## config.mk

```make
export PLATFORM = sky130hd
export DESIGN_NAME = rtc_calendar_alarm_pair
export DESIGN_NICKNAME = d
export VERILOG_FILES = /design/src/rtc_alarm_pkg.sv /design/src/alarm_if.sv /design/src/alarm_unit.sv /design/src/wp_key_lock.sv /design/src/rtc_calendar_alarm_pair.sv
export SDC_FILE = /design/constraint.sdc
export NUM_CORES = 1
export LEC_CHECK = 0
export BUFFER_PORTS_ARGS = -buffer_cell sky130_fd_sc_hd__buf_2
export CAP_MARGIN = 20
export CORE_ASPECT_RATIO = 0.5
export CORE_MARGIN = 8
export CORE_UTILIZATION = 40
export CTS_CLUSTER_DIAMETER = 30
export DETAILED_ROUTE_END_ITERATION = 6
export PLACE_DENSITY_LB_ADDON = 0.1
export SETUP_SLACK_MARGIN = 0.2
export SLEW_MARGIN = 5
export SYNTH_ARGS = -nofsm -noshare
export SYNTH_HDL_FRONTEND = slang
export SYNTH_SLANG_ARGS = --single-unit
```

## constraint.sdc

```tcl
create_clock -name clk_i -period 4.6 [get_ports clk_i]
set_input_delay 0.92 -clock clk_i [delete_from_list [all_inputs] [get_ports clk_i]]
set_output_delay 0.92 -clock clk_i [all_outputs]
set_load 0.005 [all_outputs]
```

## src/rtc_alarm_pkg.sv

```systemverilog
// Constants, register map and types for the dual calendar alarm block
package rtc_alarm_pkg;
    // Clock and kernel timing
    localparam int unsigned CLK_HZ         = 20_000_000;
    localparam int unsigned KERNEL_HZ      = 32_768;
    localparam int unsigned KERNEL_DIV     = CLK_HZ / KERNEL_HZ;
    localparam int unsigned KDIV_W         = 10;
    localparam logic [1:0]  WRITE_OK_TICKS = 2'h2;
    // Register bus
    localparam int unsigned ADDR_W    = 8;
    localparam int unsigned DATA_W    = 32;
    localparam logic [7:0]  OFS_CTRL  = 8'h08;
    localparam logic [7:0]  OFS_STAT  = 8'h0C;
    localparam logic [7:0]  OFS_ALRMA = 8'h1C;
    localparam logic [7:0]  OFS_ALRMB = 8'h20;
    localparam logic [7:0]  OFS_WPKEY = 8'h24;
    // Write protection keys
    localparam logic [7:0]  KEY_FIRST  = 8'hCA;
    localparam logic [7:0]  KEY_SECOND = 8'h53;
    localparam logic [7:0]  KEY_LOCK   = 8'hFF;
    // clock_control_reg fields
    localparam int unsigned CTRL_W        = 8;
    localparam int unsigned CTRL_FMT      = 0;
    localparam int unsigned CTRL_EN_LSB   = 1;
    localparam int unsigned CTRL_IE_LSB   = 3;
    localparam int unsigned CTRL_OSEL_LSB = 5;
    localparam int unsigned CTRL_POL      = 7;
    localparam logic [7:0]  CTRL_RST      = 8'h00;
    localparam logic [1:0]  OSEL_A        = 2'h1;
    localparam logic [1:0]  OSEL_B        = 2'h2;
    // init_status_reg fields
    localparam int unsigned STAT_WOK_LSB  = 0;
    localparam int unsigned STAT_FLAG_LSB = 8;
    // Calendar time / alarm match fields, shared layout
    localparam int unsigned TIME_W    = 23;
    localparam int unsigned SEC_LSB   = 0;
    localparam int unsigned MIN_LSB   = 8;
    localparam int unsigned HOUR_LSB  = 16;
    localparam int unsigned FIELD_W   = 7;
    localparam int unsigned DAY_LSB   = 24;
    localparam int unsigned DATE_W    = 6;
    localparam int unsigned WDAY_W    = 3;
    localparam int unsigned WEEKDAY_SELECT_POS = 30;
    localparam int unsigned MSK_SEC_POS  = 7;
    localparam int unsigned MSK_MIN_POS  = 15;
    localparam int unsigned MSK_HOUR_POS = 23;
    localparam int unsigned MSK_DAY_POS  = 31;
    localparam logic [31:0] MATCH_RST = 32'h0000_0000;
    // Key sequence states
    typedef enum logic [1:0] {
        KEY_LOCKED = 2'h0,
        KEY_HALF   = 2'h1,
        KEY_OPEN   = 2'h3
    } key_state_t;
endpackage

```

## src/alarm_if.sv

```systemverilog
// Signals between the register side and one alarm compare unit
`timescale 1ns/1ps
interface alarm_if;
    import rtc_alarm_pkg::*;
    logic [31:0]       match;
    logic              enable;
    logic              kernel_tick;
    logic              sec_tick;
    logic [TIME_W-1:0] cal_time;
    logic [WDAY_W-1:0] cal_weekday;
    logic [DATE_W-1:0] cal_date;
    logic              hit;
    logic              write_ok;
    modport unit (input  match, enable, kernel_tick, sec_tick,
                  input  cal_time, cal_weekday, cal_date,
                  output hit, write_ok);
    modport ctrl (output match, enable, kernel_tick, sec_tick,
                  output cal_time, cal_weekday, cal_date,
                  input  hit, write_ok);
endinterface

```

## src/alarm_unit.sv

```systemverilog
// One alarm compare unit with its write-allowed synchroniser
`timescale 1ns/1ps
module alarm_unit
    import rtc_alarm_pkg::*;
(
    // Clock and reset
    input  logic   clk_i,
    input  logic   nrst_i,
    // Register side
    alarm_if.unit  bus
);
    logic       hit_r, hit_nxt;
    logic [1:0] wcnt_r, wcnt_nxt;
    logic [3:0] mask;
    logic       day_eq;
    logic       all_ok;

    function automatic logic field_ok(input logic ignore, input logic eq);
        return ignore | eq;
    endfunction

    // Bit 0 seconds .. bit 3 day
    assign mask = {bus.match[MSK_DAY_POS], bus.match[MSK_HOUR_POS],
                   bus.match[MSK_MIN_POS], bus.match[MSK_SEC_POS]}; // [RULE_13]
    // Day units hold the weekday in the low bits, upper bit zero
    assign day_eq = bus.match[WEEKDAY_SELECT_POS]
        ? (bus.match[DAY_LSB +: WDAY_W+1] == {1'b0, bus.cal_weekday}) // [RULE_15]
        : (bus.match[DAY_LSB +: DATE_W] == bus.cal_date);
    // Plain BCD bit compare; PM bit sits inside the hour field
    assign all_ok =
        field_ok(mask[0], bus.match[SEC_LSB +: FIELD_W] == bus.cal_time[SEC_LSB +: FIELD_W])
      & field_ok(mask[1], bus.match[MIN_LSB +: FIELD_W] == bus.cal_time[MIN_LSB +: FIELD_W])
      & field_ok(mask[2], bus.match[HOUR_LSB +: FIELD_W] == bus.cal_time[HOUR_LSB +: FIELD_W])
      & field_ok(mask[3], day_eq); // [RULE_02] [RULE_05] [RULE_14] [RULE_17]

    always_comb begin
        // One event per second update, only while enabled
        hit_nxt  = bus.enable & bus.sec_tick & all_ok; // [RULE_06] [RULE_12] [RULE_20]
        wcnt_nxt = wcnt_r;
        if (bus.enable) begin
            wcnt_nxt = 2'h0;
        end else if (bus.kernel_tick && wcnt_r != WRITE_OK_TICKS) begin
            wcnt_nxt = wcnt_r + 2'h1; // [RULE_10]
        end
    end

    always_ff @(posedge clk_i or negedge nrst_i) begin
        if (!nrst_i) begin
            hit_r  <= 1'b0;
            wcnt_r <= 2'h0;
        end else begin
            hit_r  <= hit_nxt;
            wcnt_r <= wcnt_nxt;
        end
    end

    assign bus.hit      = hit_r;
    assign bus.write_ok = (wcnt_r == WRITE_OK_TICKS);
endmodule

```

## src/wp_key_lock.sv

```systemverilog
// Write protection key sequence
`timescale 1ns/1ps
module wp_key_lock
    import rtc_alarm_pkg::*;
(
    // Clock and reset
    input  logic       clk_i,
    input  logic       nrst_i,
    // Key register write
    input  logic       key_wr_i,
    input  logic [7:0] key_i,
    // Unlock state
    output logic       unlocked_o
);
    key_state_t state_r, state_nxt;

    always_comb begin
        state_nxt = state_r;
        if (key_wr_i) begin
            unique case (state_r)
                KEY_LOCKED: state_nxt = (key_i == KEY_FIRST) ? KEY_HALF : KEY_LOCKED;
                KEY_HALF:   state_nxt = (key_i == KEY_SECOND) ? KEY_OPEN : KEY_LOCKED; // [RULE_07]
                // Any key write while open locks again, 0xFF included
                KEY_OPEN:   state_nxt = KEY_LOCKED; // [RULE_08]
                default:    state_nxt = KEY_LOCKED;
            endcase
        end
    end

    always_ff @(posedge clk_i or negedge nrst_i) begin
        if (!nrst_i) begin
            state_r <= KEY_LOCKED;
        end else begin
            state_r <= state_nxt;
        end
    end

    assign unlocked_o = (state_r == KEY_OPEN);
endmodule

```

## src/rtc_calendar_alarm_pair.sv

```systemverilog
// Dual calendar alarm with register port, key lock and alarm output pin
// Summary of operation
// RULE_01: Two identical alarm units, each with match register, enable, write-ok and flag.
// RULE_02: Each unit compares seconds, minutes, hours and day; each field can be excluded.
// RULE_03: Selected alarm flag drives the alarm pin with programmable polarity.
// RULE_04: Each alarm has its own flag, interrupt request and wakeup contribution.
// RULE_05: Match register time fields use the calendar time register layout.
// RULE_06: All unmasked fields equal the calendar: the alarm flag is set.
// RULE_07: Protected registers unlock only after key 0xCA then 0x53.
// RULE_08: Key 0xFF locks the protected registers again.
// RULE_09: Match register writes only when its alarm is disabled or in init mode.
// RULE_10: Write-ok flag rises two kernel ticks after the enable is cleared.
// RULE_11: Software programs the alarm hour in the calendar's own hour format.
// RULE_12: Setting the enable again resumes comparison for that alarm.
// RULE_13: Mask bits 0..3 drop seconds, minutes, hours, day from the compare.
// RULE_14: All mask bits clear: match only at the exact time and day.
// RULE_15: Weekday select picks weekday compare when set, date compare when clear.
// RULE_16: Software keeps the sync divider at 3 or more when seconds compare.
// RULE_17: Calendar fields arrive and are compared as BCD.
// RULE_18: Hour format bit: 0 is 24-hour, 1 is 12-hour with AM/PM.
// RULE_19: Alarm flag stays set until software clears it.
// RULE_20: Compare is evaluated once per calendar second update.
//
// Strobed register access and the address map are this design's own decisions.
`timescale 1ns/1ps
module rtc_calendar_alarm_pair
    import rtc_alarm_pkg::*;
(
    // Clock and reset
    input  logic               clk_i,
    input  logic               nrst_i,
    // Register port
    input  logic [ADDR_W-1:0]  addr_i,
    input  logic [DATA_W-1:0]  wdata_i,
    input  logic               wr_i,
    input  logic               rd_i,
    output logic [DATA_W-1:0]  rdata_o,
    // Calendar side
    input  logic [TIME_W-1:0]  cal_time_i,
    input  logic [WDAY_W-1:0]  cal_weekday_i,
    input  logic [DATE_W-1:0]  cal_date_i,
    input  logic               sec_tick_i,
    input  logic               init_mode_i,
    output logic               hour_format_o,
    // Alarm outputs
    output logic               irq_a_o,
    output logic               irq_b_o,
    output logic               wakeup_o,
    output logic               alarm_pin_o
);
    logic [KDIV_W-1:0]      kdiv_r, kdiv_nxt;
    logic                   ktick_r, ktick_nxt;
    logic [CTRL_W-1:0]      ctrl_r, ctrl_nxt;
    logic [1:0][DATA_W-1:0] match_r, match_nxt;
    logic [1:0]             flag_r, flag_nxt;
    logic [1:0]             irq_r, irq_nxt;
    logic                   wake_r, wake_nxt;
    logic                   pin_r, pin_nxt;
    logic                   pin_active;
    logic [DATA_W-1:0]      rdata_r, rdata_nxt;
    logic [1:0]             hit_w;
    logic [1:0]             wok_w;
    logic                   unlocked;
    logic [1:0]             osel;

    function automatic logic [7:0] match_ofs(input int unsigned idx);
        return (idx == 0) ? OFS_ALRMA : OFS_ALRMB;
    endfunction

    // Kernel clock rate as an enable pulse
    always_comb begin
        kdiv_nxt  = KDIV_W'(kdiv_r + 1'b1);
        ktick_nxt = 1'b0;
        if (kdiv_r == KDIV_W'(KERNEL_DIV - 1)) begin
            kdiv_nxt  = '0;
            ktick_nxt = 1'b1;
        end
    end

    always_ff @(posedge clk_i or negedge nrst_i) begin
        if (!nrst_i) begin
            kdiv_r  <= '0;
            ktick_r <= 1'b0;
        end else begin
            kdiv_r  <= kdiv_nxt;
            ktick_r <= ktick_nxt;
        end
    end

    wp_key_lock u_key (
        .clk_i      (clk_i),
        .nrst_i     (nrst_i),
        .key_wr_i   (wr_i && addr_i == OFS_WPKEY),
        .key_i      (wdata_i[7:0]),
        .unlocked_o (unlocked)
    );

    // Two identical compare units
    for (genvar g = 0; g < 2; g++) begin : g_unit
        alarm_if aif ();
        assign aif.match       = match_r[g];
        assign aif.enable      = ctrl_r[CTRL_EN_LSB + g];
        assign aif.kernel_tick = ktick_r;
        assign aif.sec_tick    = sec_tick_i;
        assign aif.cal_time    = cal_time_i;
        assign aif.cal_weekday = cal_weekday_i;
        assign aif.cal_date    = cal_date_i;
        assign hit_w[g]        = aif.hit;
        assign wok_w[g]        = aif.write_ok;
        alarm_unit u_alarm (
            .clk_i  (clk_i),
            .nrst_i (nrst_i),
            .bus    (aif.unit)
        ); // [RULE_01]
    end

    assign osel       = ctrl_r[CTRL_OSEL_LSB +: 2];
    // Select 11 is spare and keeps the pin at its idle level
    always_comb begin
        case (osel)
            OSEL_A:  pin_active = flag_r[0];
            OSEL_B:  pin_active = flag_r[1];
            default: pin_active = 1'b0;
        endcase
    end

    always_comb begin
        ctrl_nxt  = ctrl_r;
        match_nxt = match_r;
        flag_nxt  = flag_r;
        rdata_nxt = '0;
        if (wr_i && unlocked && addr_i == OFS_CTRL) begin
            ctrl_nxt = wdata_i[CTRL_W-1:0]; // [RULE_07] [RULE_12] [RULE_18]
        end
        for (int g = 0; g < 2; g++) begin
            // Match write needs the key and a stopped alarm or init mode
            if (wr_i && unlocked && addr_i == match_ofs(g)
                && (!ctrl_r[CTRL_EN_LSB + g] || init_mode_i)) begin
                match_nxt[g] = wdata_i; // [RULE_07] [RULE_09]
            end
            // Flag clear writes zero; a same-cycle hit wins
            if (wr_i && addr_i == OFS_STAT && !wdata_i[STAT_FLAG_LSB + g]) begin
                flag_nxt[g] = 1'b0;
            end
            if (hit_w[g]) begin
                flag_nxt[g] = 1'b1; // [RULE_06] [RULE_19]
            end
            irq_nxt[g] = flag_r[g] & ctrl_r[CTRL_IE_LSB + g]; // [RULE_04]
        end
        wake_nxt = |irq_r; // [RULE_04]
        // Polarity bit set means active low
        pin_nxt  = pin_active ^ ctrl_r[CTRL_POL]; // [RULE_03]
        if (rd_i) begin
            case (addr_i)
                OFS_CTRL: rdata_nxt[CTRL_W-1:0] = ctrl_r;
                OFS_STAT: begin
                    rdata_nxt[STAT_WOK_LSB +: 2]  = wok_w; // [RULE_10]
                    rdata_nxt[STAT_FLAG_LSB +: 2] = flag_r;
                end
                OFS_ALRMA: rdata_nxt = match_r[0];
                OFS_ALRMB: rdata_nxt = match_r[1];
                default:   rdata_nxt = '0;
            endcase
        end
    end

    always_ff @(posedge clk_i or negedge nrst_i) begin
        if (!nrst_i) begin
            ctrl_r  <= CTRL_RST;
            match_r <= {MATCH_RST, MATCH_RST};
            flag_r  <= 2'h0;
            irq_r   <= 2'h0;
            wake_r  <= 1'b0;
            pin_r   <= 1'b0;
            rdata_r <= '0;
        end else begin
            ctrl_r  <= ctrl_nxt;
            match_r <= match_nxt;
            flag_r  <= flag_nxt;
            irq_r   <= irq_nxt;
            wake_r  <= wake_nxt;
            pin_r   <= pin_nxt;
            rdata_r <= rdata_nxt;
        end
    end

    // Calendar uses this to pick 24-hour or AM/PM counting
    assign hour_format_o = ctrl_r[CTRL_FMT]; // [RULE_18]
    assign irq_a_o       = irq_r[0];
    assign irq_b_o       = irq_r[1];
    assign wakeup_o      = wake_r;
    assign alarm_pin_o   = pin_r;
    assign rdata_o       = rdata_r;
endmodule

```

# Word level (Yosys, flattened, before mapping)
# Cells that the tools add are included.
# word_totals
regBits	129
latchBits	0
ram_bits	0
rom_bits	0
inputBits	78
output_inout_bits	37
word_cells	111
memories	0
# classes
addsub	3
multipliers	0
n_div	0
order_cmp	0
eq_ne	26
shifts	0
mux	21
bitwise_logic	21
n_reduce_logical	24
# ops
op	n
$pmux 22 s2	1
$eq 7x7->1	6
$mux 32	1
$pmux 6 s3	1
$eq 8x4->1 const B	2
$eq 8x6->1 const B	2
$and 1x1->1	12
$eq 6x6->1	2
$logic_and 1x1->1	12
$add 10x1->10 const B	1
$eq 10x10->1 const B	1
$mux 10	1
$mux 2	5
$eq 2x2->1 const B	4
$eq 4x3->1	2
$eq 8x5->1 const B	1
$eq 8x7->1 const B	1
$eq 8x8->1 const B	1
$mux 1	8
$or 1x1->1	8
$pmux 2 s4	1
$reduce_bool 2->1	4
$pmux 2 s3	1
$add 2x1->2 const B	2
9 further kinds	15

# Logic depth before layout (Yosys ltp)
# logic_depth
word_depth	6
mapped_depth	8
mapped_depth_nobuf	7

# Modules after synthesis
# From an unflattened synthesis, not the netlist that was laid out.
# hier_totals
cells_unflattened	482
hier_area_um2	6167.2
# modules_own_cells
module	instances	cells_per_inst	area_each_um2	seq_area_each_um2
rtc_calendar_alarm_pair	1	360	5062.4	3027.9
alarm_unit	2	55	484.2	75.1
wp_key_lock	1	12	136.4	50.0

# Least setup slack after synthesis
# Ideal clock, no wire load.
# synth_timing
path_type	input port to flip-flop
startpoint	in addr_i[5]
endpoint	reg match_r, in the netlist g_unit[0].aif.match[10]
setup_ns	0.125
arrival_ns	2.475
required_time_ns	4.475
path_slack_ns	2.000
stages	7
n_path_buf	2
path_cell_list	or4b_1 -> buf_2 -> or2_1 -> nor2_4 -> nand2_2 -> buf_6 -> mux2_4
# synth_via
elab_chain_cells	3
# synth_lines
element	line	text
start, declared	rtc_calendar_alarm_pair.sv:33	input logic [ADDR_W-1:0] addr_i,
$eq 8x5->1	rtc_calendar_alarm_pair.sv:137	if (wr_i && unlocked && addr_i == match_ofs(g)
$logic_and 1x1->1	rtc_calendar_alarm_pair.sv:137	
$logic_and 1x1->1	rtc_calendar_alarm_pair.sv:138	&& (!ctrl_r[CTRL_EN_LSB + g] || init_mode_i)) begin
end signal, assigned	rtc_calendar_alarm_pair.sv:170	match_r <= {MATCH_RST, MATCH_RST};
end signal, assigned	rtc_calendar_alarm_pair.sv:178	match_r <= match_nxt;
end, declared	rtc_calendar_alarm_pair.sv:54	logic [1:0][DATA_W-1:0] match_r, match_nxt;
# No other way between the ends.
# A chain may end at the register's enable or synchronous reset.

# Worst setup path after layout
# layout_timing
startpoint	in addr_i[5]
endpoint	reg match_r, in the netlist g_unit[0].aif.match[8]
# Same word-level chain as after synthesis.

==> results.sh <==
export IMPL_grt_overflow_total=0
export IMPL_place_area_sq_um=6880
export IMPL_synth_cells=489
export IMPL_cts_buffers=17
export IMPL_clk_latency_ps=400
export IMPL_yosys_area_top_type="dfrtp_1"
export IMPL_postCtsSetupRepairBufs=0
export IMPL_cts_tree="built"
export IMPL_peakVddDrop_uv=242
export IMPL_hold_buffers=0
export IMPL_yosysMostFrequentCell="dfrtp_1"
export IMPL_cts_max_path_buffers=2
export IMPL_critPathCaptureType="flip-flop"
export IMPL_htreeDepth=4
export IMPL_synthTopCellsByArea="dfrtp_1 53%, mux2_2 8.1%, mux2_4 7.4%, xnor2_1 5.2%, xor2_1 5.0%"
export IMPL_hp_class="in -> async"
export IMPL_clock_sinks=129
export IMPL_grt_use_total=0.167
export IMPL_fill_cells=1410
export IMPL_power_density_nw_per_um2=344
export IMPL_r2r_start="ctrl_r[1]"
export IMPL_tightest_slew_ps=1020
export IMPL_final_max_slew_viol_count=0
export IMPL_drive_gt1_frac=0.368
export IMPL_synthToLayoutAreaGrowth_pct=22.4
export IMPL_synth_top_cell_area_share=0.528
export IMPL_syn_area_sq_um=6110
export IMPL_relSlewSlack=0.314
export IMPL_r2r_slack_ps=2520
export IMPL_fin_nets=694
export IMPL_maxCapViolations=0
export IMPL_grt_pass1_vias=4589
export IMPL_yosys_warnings=0
export IMPL_synth_edf_count=0
export IMPL_synth_seq_cells=129
export IMPL_fmax_mhz=334
export IMPL_hold_viol_final=0
export IMPL_worstPathArrival_ps=3280
export IMPL_clk_pin_slew_ps=60
export IMPL_setup_viol=0
export IMPL_coreArea_sq_um=15200
export IMPL_antenna_found_initial=0
export IMPL_start_kind="primary input"
export IMPL_grt_first_pass_wirelength_mm=25.3
export IMPL_root_buffer="clkbuf_16"
export IMPL_wl_met2_mm=7.27
export IMPL_syn_nets=573
export IMPL_dp_hpwl_mm=11.0
export IMPL_final_util=0.493
export IMPL_drt_met1_wl_mm=7.57
export IMPL_status="finished clean"
export IMPL_r2r_end="g_unit[0].aif.match[11]"
export IMPL_ant_nets=0
export IMPL_met3_length_um=918
export IMPL_drt_initial_drc_count=227
export IMPL_io_pins=115
export IMPL_grt_start_max_net_pins=110
export IMPL_vias=4183
export IMPL_cts_resized=0
export IMPL_finalCriticalPeriod_ps=3000
export IMPL_leakagePower_nw=3.73
export IMPL_io_buffers=112
export IMPL_drc_errors=0
export IMPL_avgViaCountPerCell=5.06
export IMPL_initial_core_util=0.403
export IMPL_die_x_um=191
export IMPL_rsz0062_at_grt="false"
export IMPL_fp_dieH_um=103
export IMPL_ff2ff_path_depth=4
export IMPL_yosysSeqAreaShare=0.528
export IMPL_crit_required_ps=4890
export IMPL_synth_main_ff_cell="dfrtp_1"
export IMPL_drt_wl_total_mm=15.9
export IMPL_ys_top_cells_by_count="129 x dfrtp_1, 44 x mux2_2, 36 x xnor2_1"
export IMPL_synth_cell_types=44
export IMPL_avgSynthCellArea_sq_um=12.5
export IMPL_die_area_sq_um=19700
export IMPL_worstPathMaxFanout=17
export IMPL_firstDrtPassIters=5
export IMPL_routedWlPerCell_um=19.3
export IMPL_criticalPathCategory="in -> reg"
export IMPL_fin_area_sq_um=7480
export IMPL_place_gp_congestion=0.831
export IMPL_fin_setup_tns_ps=0
export IMPL_finClkSkew_ps=9.27
export IMPL_fp_row_count=32
export IMPL_finalCritPeriodShare=0.651
export IMPL_routed_top_layer="met4"
export IMPL_ys_async_sr_fraction=1.00
export IMPL_diodes=0
[critical path, cell delays in order]
cell and delay, ps:
buf_2 100, or4b_1 670, or2_1 320, nor2_4 110
nand2_2 380, buf_4 430, mux2_4 340
[how the worst max path moves through the flow]
stage                                         end  startpoint
after CTS                  g_unit[0].aif.match[8]   addr_i[5]
after global routing      g_unit[0].aif.match[11]   addr_i[5]
after global placement     g_unit[0].aif.match[7]   addr_i[5]
after detailed placement   g_unit[0].aif.match[8]   addr_i[5]
final                      g_unit[0].aif.match[8]   addr_i[5]
after floorplan           g_unit[0].aif.match[10]   addr_i[5]
[placed cells by master (no fill, tap or decap), types with 3 or more instances in the layout]
cell type	instances
a21oi_1	10
a22o_1	6
a22oi_1	32
and2_1	3
buf_2	112
buf_4	6
clkbuf_16	17
clkinv_2	4
clkinvlp_4	3
dfrtp_1	129
ha_1	6
inv_1	10
mux2_2	44
mux2_4	30
nand2_1	11
nand2b_1	5
nand3_1	7
nand4_1	9
nor2_1	29
nor2b_1	24
nor3_1	4
nor4_1	12
o21ai_0	5
xnor2_1	36
xor2_1	35
[through the flow]
step | setup slack [ps] | total power, W | hold WS [ps] | std cells
3_5_place_dp | 1190 | 0.00128 | 439 | 794
6_report | 1600 | 0.00257 | 356 | 826
2_1_floorplan | 2000 | 0.00119 | 408 | 489
5_1_grt | 1550 | 0.00267 | 350 | 826
4_1_cts | 1610 | 0.00260 | 458 | 825
3_3_place_gp | 1220 | 0.00128 | 441 | 793
[sequential cells by signal, summed over array words and instances (netlist names), 2 cells and up]
name	flops
ctrl_r	8
flag_r	2
g_unit.aif.match	64
g_unit.u_alarm.bus.hit	2
g_unit.u_alarm.wcnt_r	4
irq_r	2
kdiv_r	10
rdata_o	32
u_key.state_r	2
[final cells by class]
| type | instances | area [sq um] | area share |
|---|---|---|---|
| flip-flops and latches | 129 | 3230 | 0.432 |
| multi-input cells | 332 | 2740 | 0.367 |
| repair buffers | 120 | 644 | 0.0861 |
| clock buffers | 21 | 460 | 0.0615 |
| well taps | 204 | 255 | 0.0341 |
| clock inverters | 10 | 111 | 0.0149 |
| inverters | 10 | 37.5 | 0.00502 |
[logic make-up (layout without fill, tap and decap cells)]
| family | count (synthesis) | count (layout) | synth area share |
|---|---|---|---|
| adders and majority gates | 6 | 6 | 0.0123 |
| DFF | 129 | 129 | 0.528 |
| and+or+nand+nor | 119 | 119 | 0.108 |
| AOI/OAI and AO/OA | 62 | 62 | 0.0718 |
| muxes | 74 | 74 | 0.155 |
| xor gates and xnor gates | 71 | 71 | 0.102 |
| buffers and inverters | 28 | 161 | 0.0231 |
[report_power, final]
group | switching (W) | internal (W) | leakage (nW) | total [W]
Combinational | 0.0000728 | 0.0000478 | 1.68 | 0.000121
Sequential | 0.00000000849 | 0.00114 | 1.78 | 0.00114
Clock | 0.000494 | 0.000820 | 0.275 | 0.00131
[routing by layer]
layer,vias up,GRT usage
met2,102,0.261
li1,1972,-
met3,16,0.0505
met5,-,0
met4,0,0.0480
met1,2093,0.223
(Power assumes the default switching activity.)
